[src/common/psm_regs.vh]
// register offsets, field positions, reset values and timing counts of the power-saving control
`ifndef PSM_REGS_VH
`define PSM_REGS_VH

`define PSM_ADDR_CTRL      4'h0
`define PSM_ADDR_STATUS    4'h4
`define PSM_ADDR_CPUREG    4'h8
`define PSM_ADDR_PORTLAT   4'hc

`define PSM_BIT_IDLE_ARM   0
`define PSM_BIT_PD_ARM     1
`define PSM_BIT_GF0        2
`define PSM_BIT_GF1        3
`define PSM_BIT_SLOW       4
`define PSM_BIT_IDLE_START 5
`define PSM_BIT_PD_START   6
`define PSM_BIT_SMOD       7

`define PSM_CTRL_RESET     8'h00
`define PSM_SLOW_DIV       8
`define PSM_MACHINE_CYCLE  12
`define PSM_SLOW_SYNC_MAX  2
`define PSM_RESET_CYCLES   2

`endif

[src/hw/psm_power_ctrl.v]
// power-saving mode control: idle, slow-down and power-down with axi4-lite registers
//
// The register addresses and register access over AXI4-Lite are this design's own decisions.
`include "psm_regs.vh"

module psm_power_ctrl (
    input  wire        clk,                   // system oscillator clock, 100 mhz
    input  wire        srst,                  // synchronous reset, active high
    input  wire [3:0]  s_axi_awaddr,          // write address
    input  wire        s_axi_awvalid,         // write address valid
    output reg         s_axi_awready,         // write address ready
    input  wire [31:0] s_axi_wdata,           // write data
    input  wire [3:0]  s_axi_wstrb,           // write byte strobes
    input  wire        s_axi_wvalid,          // write data valid
    output reg         s_axi_wready,          // write data ready
    output reg  [1:0]  s_axi_bresp,           // write response
    output reg         s_axi_bvalid,          // write response valid
    input  wire        s_axi_bready,          // write response ready
    input  wire [3:0]  s_axi_araddr,          // read address
    input  wire        s_axi_arvalid,         // read address valid
    output reg         s_axi_arready,         // read address ready
    output reg  [31:0] s_axi_rdata,           // read data
    output reg  [1:0]  s_axi_rresp,           // read response
    output reg         s_axi_rvalid,          // read data valid
    input  wire        s_axi_rready,          // read data ready
    input  wire        instr_done,            // cpu completes an instruction, pulse
    input  wire        irq_pending,           // an enabled interrupt is requested
    input  wire        power_save_permit_pin, // pin: high blocks idle and power-down entry
    input  wire [7:0]  port_in,               // port input pins
    input  wire [7:0]  alt_out,               // alternate-function outputs
    input  wire [7:0]  alt_en,                // alternate function active per bit
    input  wire [7:0]  bus_ale,               // normal address latch strobe (bit 0)
    input  wire        bus_fetch,             // normal program fetch strobe
    output reg         cpu_clk_en,            // cpu clock enable pulse
    output reg         periph_clk_en,         // peripheral clock enable pulse
    output reg         wdt_clk_en,            // watchdog clock enable pulse
    output reg         osc_run,               // oscillators running
    output reg         idle_q,                // idle mode active
    output reg         pdown_q,               // power-down mode active
    output reg         ale_out,               // address latch strobe pin
    output reg         program_fetch_strobe,  // program fetch strobe pin
    output reg  [7:0]  port_out,              // port output pins
    output reg  [7:0]  port_sync              // synchronised port inputs
);

////////////////////////////////////////////////////////////////////////////////
// permit pin and port input synchronisers

reg [2:0] permit_sync_q;
reg       permit_q;
reg [7:0] port_s1_q;
reg [7:0] port_s2_q;
reg [7:0] port_s3_q;

// resets to blocked: entry is refused until the pin has been seen low
always @(posedge clk) begin
    if (srst) begin
        permit_sync_q <= 3'h7;
        permit_q      <= 1'b1;
    end else begin
        permit_sync_q <= {permit_sync_q[1:0], power_save_permit_pin};
        // accept a new level only once the last two stages agree
        if (permit_sync_q[1] == permit_sync_q[2])
            permit_q <= permit_sync_q[2];
    end
end

always @(posedge clk) begin
    if (srst) begin
        port_s1_q <= 8'h00;
        port_s2_q <= 8'h00;
        port_s3_q <= 8'h00;
    end else begin
        port_s1_q <= port_in;
        port_s2_q <= port_s1_q;
        port_s3_q <= port_s2_q;
    end
end

////////////////////////////////////////////////////////////////////////////////
// shared decoding

// true when one bit of a control byte is set and its partner bit is clear
function lone_bit;
    input [7:0] wr_byte;
    input integer set_pos;
    input integer clr_pos;
    begin
        lone_bit = wr_byte[set_pos] && !wr_byte[clr_pos];
    end
endfunction

// per-bit choice: sel high takes alt, sel low takes lat
function [7:0] port_mux;
    input [7:0] lat;
    input [7:0] alt;
    input [7:0] sel;
    begin
        port_mux = (lat & ~sel) | (alt & sel);
    end
endfunction

////////////////////////////////////////////////////////////////////////////////
// axi4-lite write channel

// response codes shared by both channels
localparam [1:0] RESP_OKAY   = 2'h0;
localparam [1:0] RESP_SLVERR = 2'h2;

// address and data are taken independently; the response follows both
reg [3:0]  awaddr_q;
reg        aw_have_q;
reg [31:0] wdata_q;
reg [3:0]  wstrb_q;
reg        w_have_q;
wire       wr_go = aw_have_q && w_have_q && !s_axi_bvalid;

always @(posedge clk) begin
    if (srst) begin
        aw_have_q     <= 1'b0;
        w_have_q      <= 1'b0;
        awaddr_q      <= 4'h0;
        wdata_q       <= 32'h00000000;
        wstrb_q       <= 4'h0;
        s_axi_awready <= 1'b0;
        s_axi_wready  <= 1'b0;
        s_axi_bvalid  <= 1'b0;
        s_axi_bresp   <= 2'h0;
    end else begin
        s_axi_awready <= !aw_have_q && !s_axi_awready && s_axi_awvalid;
        s_axi_wready  <= !w_have_q && !s_axi_wready && s_axi_wvalid;
        if (s_axi_awvalid && s_axi_awready) begin
            aw_have_q <= 1'b1;
            awaddr_q  <= s_axi_awaddr;
        end
        if (s_axi_wvalid && s_axi_wready) begin
            w_have_q <= 1'b1;
            wdata_q  <= s_axi_wdata;
            wstrb_q  <= s_axi_wstrb;
        end
        if (wr_go) begin
            aw_have_q    <= 1'b0;
            w_have_q     <= 1'b0;
            s_axi_bvalid <= 1'b1;
            s_axi_bresp  <= (awaddr_q == `PSM_ADDR_CTRL ||
                             awaddr_q == `PSM_ADDR_PORTLAT) ? RESP_OKAY : RESP_SLVERR;
        end else if (s_axi_bvalid && s_axi_bready) begin
            s_axi_bvalid <= 1'b0;
        end
    end
end

// control and latch writes act on the edge the response is raised
wire       ctrl_wr = wr_go && awaddr_q == `PSM_ADDR_CTRL && wstrb_q[0];
wire       lat_wr  = wr_go && awaddr_q == `PSM_ADDR_PORTLAT && wstrb_q[0];
wire [7:0] wbyte   = wdata_q[7:0];

////////////////////////////////////////////////////////////////////////////////
// entry sequencer: arm then start in the following instruction

reg       idle_arm_q;
reg       pd_arm_q;
reg       arm_age_q;
reg       slow_q;
reg [1:0] gf_q;
reg       smod_q;
reg [7:0] latch_q;
reg [7:0] alt_hold_q;

wire try_idle = ctrl_wr && lone_bit(wbyte, `PSM_BIT_IDLE_START, `PSM_BIT_IDLE_ARM)
              && idle_arm_q && !permit_q;
wire try_pd   = ctrl_wr && lone_bit(wbyte, `PSM_BIT_PD_START, `PSM_BIT_PD_ARM)
              && pd_arm_q && !permit_q;

always @(posedge clk) begin
    if (srst) begin
        idle_arm_q <= 1'b0;
        pd_arm_q   <= 1'b0;
        arm_age_q  <= 1'b0;
        slow_q     <= 1'b0;
        gf_q       <= 2'h0;
        smod_q     <= 1'b0;
        idle_q     <= 1'b0;
        pdown_q    <= 1'b0;
        latch_q    <= 8'hff;
        alt_hold_q <= 8'h00;
    end else begin
        if (lat_wr && !pdown_q)
            latch_q <= wbyte;
        if (ctrl_wr) begin
            slow_q <= wbyte[`PSM_BIT_SLOW];
            gf_q   <= {wbyte[`PSM_BIT_GF1], wbyte[`PSM_BIT_GF0]};
            smod_q <= wbyte[`PSM_BIT_SMOD];
            // arm only when written alone with its start bit clear
            idle_arm_q <= lone_bit(wbyte, `PSM_BIT_IDLE_ARM, `PSM_BIT_IDLE_START);
            pd_arm_q   <= lone_bit(wbyte, `PSM_BIT_PD_ARM, `PSM_BIT_PD_START);
            arm_age_q  <= 1'b0;
        end else if (instr_done) begin
            // the arming write's own instruction ends first, then the next one
            arm_age_q <= 1'b1;
            if (arm_age_q) begin
                idle_arm_q <= 1'b0;
                pd_arm_q   <= 1'b0;
            end
        end
        // power-down takes precedence over a simultaneous idle start
        if (try_pd) begin
            pdown_q    <= 1'b1;
            alt_hold_q <= alt_out;
        end else if (try_idle && !pdown_q) begin
            idle_q <= 1'b1;
        end else if (idle_q && irq_pending) begin
            // wake-up returns the cpu clock; slow mode is untouched
            idle_q <= 1'b0;
        end
    end
end

////////////////////////////////////////////////////////////////////////////////
// clock enables: slow-down prescaler

reg [2:0] slow_cnt_q;
reg       slow_act_q;
wire      slow_switch;

// entering slow waits for the prescaler wrap so no enable is cut short;
// leaving is immediate
// the prescaler runs at full rate too, so a slow request sees a wrap within eight cycles
assign slow_switch = (slow_q != slow_act_q) && (slow_cnt_q == 3'h7 || !slow_q);

always @(posedge clk) begin
    if (srst) begin
        slow_cnt_q <= 3'h0;
        slow_act_q <= 1'b0;
    end else if (!pdown_q) begin
        slow_cnt_q <= slow_cnt_q + 3'h1;
        if (slow_switch)
            slow_act_q <= slow_q;
    end
end

wire base_tick = !slow_act_q || slow_cnt_q == 3'h7;
// nothing runs in power-down, or from the edge its start write is taken
wire run_any   = !pdown_q && !try_pd;
// cpu and watchdog stop in idle and from the edge the idle start is taken
wire run_cpu   = run_any && !idle_q && !try_idle;

always @(posedge clk) begin
    if (srst) begin
        cpu_clk_en    <= 1'b0;
        periph_clk_en <= 1'b0;
        wdt_clk_en    <= 1'b0;
        osc_run       <= 1'b1;
    end else begin
        osc_run       <= run_any;
        periph_clk_en <= base_tick && run_any;
        // watchdog follows the cpu enable: it is the one peripheral idle stops
        wdt_clk_en    <= base_tick && run_cpu;
        cpu_clk_en    <= base_tick && run_cpu;
    end
end

////////////////////////////////////////////////////////////////////////////////
// bus strobes and port pins

// outside the power modes the strobes follow the bus one cycle late
always @(posedge clk) begin
    if (srst) begin
        ale_out              <= 1'b1;
        program_fetch_strobe <= 1'b1;
    end else if (pdown_q) begin
        ale_out              <= 1'b0;
        program_fetch_strobe <= 1'b0;
    end else if (idle_q) begin
        ale_out              <= 1'b1;
        program_fetch_strobe <= 1'b1;
    end else begin
        ale_out              <= bus_ale[0];
        program_fetch_strobe <= bus_fetch;
    end
end

// alternate outputs freeze at power-down entry; latch-driven bits keep the latch
always @(posedge clk) begin
    if (srst)
        port_out <= 8'hff;
    else if (pdown_q)
        port_out <= port_mux(latch_q, alt_hold_q, alt_en);
    else
        port_out <= port_mux(latch_q, alt_out, alt_en);
end

// an input bit moves only once the last two stages agree; frozen in power-down
wire [7:0] port_agree = ~(port_s2_q ^ port_s3_q);

always @(posedge clk) begin
    if (srst)
        port_sync <= 8'h00;
    else if (!pdown_q)
        port_sync <= port_mux(port_sync, port_s3_q, port_agree);
end

////////////////////////////////////////////////////////////////////////////////
// axi4-lite read channel

// arm bits are held only internally and start bits are never stored, so both read back as zero
reg [7:0] ctrl_rd;
// status word: live mode and clock state for software
wire [4:0] status_bits = {permit_q, slow_act_q, pdown_q, idle_q, osc_run};

always @* begin
    ctrl_rd = 8'h00;
    ctrl_rd[`PSM_BIT_SLOW] = slow_q;
    ctrl_rd[`PSM_BIT_GF0]  = gf_q[0];
    ctrl_rd[`PSM_BIT_GF1]  = gf_q[1];
    ctrl_rd[`PSM_BIT_SMOD] = smod_q;
end

always @(posedge clk) begin
    if (srst) begin
        s_axi_arready <= 1'b0;
        s_axi_rvalid  <= 1'b0;
        s_axi_rdata   <= 32'h00000000;
        s_axi_rresp   <= 2'h0;
    end else begin
        // one read outstanding: arready is withheld while rvalid stands
        s_axi_arready <= !s_axi_arready && !s_axi_rvalid && s_axi_arvalid;
        if (s_axi_arvalid && s_axi_arready) begin
            s_axi_rvalid <= 1'b1;
            s_axi_rresp  <= RESP_OKAY;
            case (s_axi_araddr)
                `PSM_ADDR_CTRL:    s_axi_rdata <= {24'h000000, ctrl_rd};
                `PSM_ADDR_STATUS:  s_axi_rdata <= {27'h0000000, status_bits};
                `PSM_ADDR_PORTLAT: s_axi_rdata <= {24'h000000, latch_q};
                default: begin
                    s_axi_rdata <= 32'h00000000;
                    s_axi_rresp <= RESP_SLVERR;
                end
            endcase
        end else if (s_axi_rvalid && s_axi_rready) begin
            s_axi_rvalid <= 1'b0;
        end
    end
end

endmodule // psm_power_ctrl

[config.mk]
export PLATFORM = sky130hd
export DESIGN_NAME = psm_power_ctrl
export DESIGN_NICKNAME = d
export VERILOG_FILES = /design/src/hw/psm_power_ctrl.v
export VERILOG_INCLUDE_DIRS = /design/src /design/src/common
export SDC_FILE = /design/constraint.sdc
export NUM_CORES = 1
export LEC_CHECK = 0
export CORE_ASPECT_RATIO = 1.25
export CORE_UTILIZATION = 62
export CTS_CLUSTER_SIZE = 10
export DETAILED_ROUTE_END_ITERATION = 6
export DONT_BUFFER_PORTS = 1
export GPL_TIMING_DRIVEN = 0
export MAX_ROUTING_LAYER = met4
export PLACE_DENSITY_LB_ADDON = 0.12
export SETUP_SLACK_MARGIN = 0.02
export SYNTH_ARGS = -nofsm -noshare
export SYNTH_HDL_FRONTEND = slang
export SYNTH_SLANG_ARGS = --single-unit
[constraint.sdc]
create_clock -name clk -period 1.6 [get_ports clk]
set_input_delay 0.32 -clock clk [delete_from_list [all_inputs] [get_ports clk]]
set_output_delay 0.32 -clock clk [all_outputs]
set_load 0.05 [all_outputs]
Yosys cells after proc, flatten, opt, wreduce, memory -nomap -nowiden
Cells that the tools add are included.

word-level totals
  word-level logic and storage cells = 146
  register bits = 134
  latch bits = 0
  bits of input ports = 87
  output and inout port bits = 65
  memory bits (read-only) = 0
  RAM bits = 0
  memories = 0

operators by class
  multiply operators = 0
  bitwise gates (word level) = 14
  muxes and demuxes = 18
  eq/ne operators = 6
  shift-type cells = 0
  $lt $le $gt $ge = 0
  div/mod/pow operators = 0
  reduce and logical (&&, ||, !) cells = 70
  $add $sub $neg = 1

operator list
  kind                                                              number
  8-bit bitwise AND                                                 5
  1-bit logical AND                                                 36
  8-bit inverter                                                    3
  8-bit bitwise OR                                                  3
  8-bit one-hot mux with 3 select lines                             1
  1-bit zero test                                                   18
  1-bit 2-to-1 mux                                                  14
  2-bit nonzero test                                                5
  4-bit == test (second input constant)                             2
  4-bit zero test                                                   2
  8-bit 2-to-1 mux                                                  1
  8-bit bitwise XOR                                                 1
  2-bit AND reduction                                               3
  4-bit by 3-bit == test with 1-bit output (second input constant)  1
  2-bit 2-to-1 mux                                                  2
  2-bit OR reduction                                                2
  3-bit by 1-bit adder with 3-bit output (second input constant)    1
  3-bit == test (second input constant)                             1
  1-bit logical OR                                                  3
  3-bit OR reduction                                                1
  1-bit inverter                                                    2
  1-bit == test                                                     1
  1-bit inequality test                                             1

Longest topological paths before layout
  depth in word-level cells = 12
  mapped depth = 6
  mapped depth without buffers = 6

Worst setup path before layout
OpenSTA, ideal clock, no wires.

  path kind = reg-to-reg
  start = register s_axi_bvalid
  end = register latch_q[6]
  path buffers = 1
  period minus slack after synthesis = 1760 ps
  cell stages (with the launch flop) = 6
  data arrival time = 1641 ps
  setup time = 120 ps
  setup slack = -160 ps
  data required time = 1480 ps
  path through = dfxtp_1 nand3b_2 nor4_4 buf_6 nor2b_1 a211o_1

between the ends
  longest elaborated chain between the ends = 5

ends and longest elaborated chain
  what                                line                  text
  start: declaration                  psm_power_ctrl.v:17   output reg s_axi_bvalid,
  start signal: assignment            psm_power_ctrl.v:127  s_axi_bvalid <= 1'b0;
  start signal: assignment            psm_power_ctrl.v:144  s_axi_bvalid <= 1'b1;
  start signal: assignment            psm_power_ctrl.v:148  s_axi_bvalid <= 1'b0;
  1-bit zero test                     psm_power_ctrl.v:116  wire wr_go = aw_have_q && w_have_q && !s_axi_bvalid;
  1-bit logical AND                   psm_power_ctrl.v:116
  1-bit logical AND (no source line)  -
  1-bit logical AND                   psm_power_ctrl.v:155  wire lat_wr = wr_go && awaddr_q == `PSM_ADDR_PORTLAT && wstrb_q[0];
  1-bit logical AND                   psm_power_ctrl.v:188  if (lat_wr && !pdown_q)
  end signal: assignment              psm_power_ctrl.v:189  latch_q <= wbyte;
  end: declaration                    psm_power_ctrl.v:167  reg [7:0] latch_q;

Every way passes these cells.
A chain may end at the register's enable or synchronous reset.

Worst setup path in the final report
  start = register pdown_q
  end = register latch_q[5]

between the ends
  longest elaborated chain between the ends = 2

ends and longest elaborated chain
  what                      line                  text
  start: declaration        psm_power_ctrl.v:39   output reg pdown_q,
  start signal: assignment  psm_power_ctrl.v:184  pdown_q <= 1'b0;
  start signal: assignment  psm_power_ctrl.v:208  pdown_q <= 1'b1;
  1-bit zero test           -
  1-bit logical AND         psm_power_ctrl.v:188

Every way passes these cells.

==> run metrics <==
# rows 33; Seq/Total Area, Yosys 0.519; critical path class register to register; prevailing post-synth register cell dfxtp_1; Inst Count DP 553; CTS tree done; Post-Layout Cell Count 571; CTS H-Tree Depth 3; DRC 0; clk slew on worst S/H paths 100 ps; Arr. time, crit path 1850 ps; number of DRC markers in iteration 0 145; ANT cells 0; most frequent cells in the layout dfxtp_1 (102), a21oi_1 (48), nor2b_1 (40); number of synthesized flops with an enable pin 0; minimum clock period 1600 ps; Hold Startpoint power_save_permit_pin; Die W 75.3 um; Reg area 0.00218 mm2; area grow syn2layout 11.1%; total grt overflow 0; Gate Count Post-Synth 441; RSZ-0062 raised after global routing true; number of fill cells 549; GP Congestion 0.823; simple-gate share of the synthesized area 0.216; leakage power 1.85 nW; Initial Util 0.639; worst endpoint required time 1850 ps; antenna viol nets, final 0; Async SR Flop Fraction 0; R2R Path Start pdown_q; vias in the first global route 2741; worst-path maximum fanout 6; Peak VDD IR 0.000619 V; adder-cell area share of the yosys netlist 0.00600; CP startpoint kind register; post-synthesis compound-gate area fraction 0.122; length in cells of the worst reg-to-reg path 6; reg2reg end latch_q[5]; largest net degree at the start of global routing 17; final hold slack 62.6 ps; internal reg-to-reg setup slack -1 ps; max-cap violations 0; layout cells sized above 1 0.155; Worst Skew 8.08 ps; Vias 3010; TritonCTS Buffers 9; total wire length 8390 um; Util after Layout 0.710; total track usage 0.252; hold path cells 1; Rel. slew slack 0.482; Root Driver clkbuf_8; synth warn 0; Core ar. 0.00652 mm2; Worst Hold Path EP permit_sync_q[0]; first-pass GRT wire length 12800 um; Slew @ Worst Pin 777 ps; maximum clock path buffer count 2; #FFs+latches synth 108; antenna violations before repair 0; post-route clock period utilization 1.00; mux cell area share after synthesis 0.0552; DP HPWL 6140 um; status finished, violations left; Max Slew Vio Count 0; Post-Syn Area 0.00417 mm2; Setup violations, final 1; Final nets 568; FMAX 625 MHz; HP Class input port to register; violated checks negative setup slack; drt first pass iters 4; # IOs 152; pwr dens 1030 mW/mm2; number of library cell types mapped by synthesis 44; hold buffer count at CTS 0; setup TNS -1.12 ps; Die ar. 0.00706 mm2; average wire per standard cell 14.7 um; commonest non-fill, non-tap cell in the layout dfxtp_1; Final Hold Fails 0; clock sinks 108; drt via density 5.27; Die Y-Extent 93.7 um; Post-Synth XOR/XNOR Area 0.00420; Critical Path Sink Type register; Post-Syn Area per Cell 9.45 um2; PnR worst setup slack -1.12 ps; Port Buffers 0; Clock Latency Late Sink 350 ps; multi-input logic area 0.00182 mm2; largest family of logic cells by synthesized area simple AND/OR/NAND/NOR gates
==> report_power, final <==
part	switching, W	total (W)	internal [W]	leakage, nW
registers	0.000127	0.00288	0.00275	0.884
logic	0.000263	0.000389	0.000126	0.873
clock network	0.000856	0.00151	0.000655	0.0896
total	0.00125	0.00478	0.00354	1.85
==> state kept, by name (all words and copies together) (netlist names), 4 cells and up, named ones only <==
register	count
s_axi_rdata	8
alt_hold_q	8
port_out	8
port_s2_q	8
awaddr_q	4
port_s1_q	8
port_s3_q	8
latch_q	8
wdata_q	8
==> how the worst max path moves through the flow <==
stage	startpoint	to	slack, ps
floorplan	pdown_q	latch_q[6]	-50
global placement	srst	register	-260
detailed placement	srst	awaddr_q[3]	-270
CTS	pdown_q	latch_q[5]	-8
global route	pdown_q	latch_q[5]	-40
finish	pdown_q	latch_q[5]	-1
==> stage by stage <==
| step | power [W] | setup slack, ps | area (um2) |
|---|---|---|---|
| after floorplan | 0.00327 | -45.4 | 4270 |
| after global placement | 0.00332 | -263 | 4380 |
| after detailed placement | 0.00333 | -268 | 4380 |
| after CTS | 0.00480 | -7.62 | 4590 |
| after global routing | 0.00495 | -38.2 | 4630 |
| final | 0.00478 | -1.12 | 4630 |
==> metal layers <==
| layer | global-route usage | wire (um) | vias to the layer above |
|---|---|---|---|
| li1 | - | - | 1510 |
| met2 | 0.418 | 4200 | 99 |
| met3 | 0.0429 | 502 | 18 |
| met5 | - | 0 | - |
| met4 | 0.128 | 224 | 0 |
| met1 | 0.287 | 3470 | 1383 |
==> timing repair <==
item / CTS / global route
setup endpoints to repair: 36 / 46
setup buffers: 1 / 2
resized for setup: 8 / 7
pin swaps: 5 / 0
==> critical path, cell delays in order (launching register included) <==
cell      delay [ps]
dfxtp_4          420
buf_6            150
nand4b_1         210
nor4_4           200
buf_4            190
nor2b_1           50
a211o_1          260
==> synth_stat cells (3+ instances only) <==
master     count  share of area
inv_1          5         0.0045
a211o_1        8          0.017
buf_4         27          0.049
a22oi_1        3         0.0054
nand2b_1       3         0.0045
nand4_1        3         0.0045
mux2i_1       23          0.055
o21ai_0       17          0.020
nand3_1        6         0.0072
nor2b_1       40          0.060
nor3_1         6         0.0072
or2_2         11          0.017
dfxtp_1      108           0.52
o21bai_1       3         0.0054
buf_2          3         0.0036
nand2_1       39          0.035
nor4b_1        3         0.0063
nor2_1        37          0.033
buf_1          4         0.0036
a21oi_1       48          0.058
clkbuf_1      13          0.012
o2bb2ai_1      4         0.0084
==> cell type report <==
| cell class | instances | share of cell area |
|---|---|---|
| multi-input cells | 304 | 0.392 |
| repair buffers | 3 | 0.00486 |
| clock buffers | 13 | 0.0343 |
| well taps | 87 | 0.0235 |
| flip-flops and latches | 108 | 0.470 |
| plain buffers | 48 | 0.0665 |
| clock inverters | 3 | 0.00459 |
| inverters | 5 | 0.00405 |
==> logic make-up (layout without fill, tap and decap cells) <==
logic type               count (synthesis)  after routing
flip-flops                             108            108
other                                    1             26
AO/OA/AOI/OAI                           86             86
XOR/XNOR                                 2              2
buffers and inverters                   54             72
adder cells (fa/ha/maj)                  2              2
AND/OR/NAND/NOR                        165            165
multiplexers                            23             23
Power figures use the tool's default switching activity.
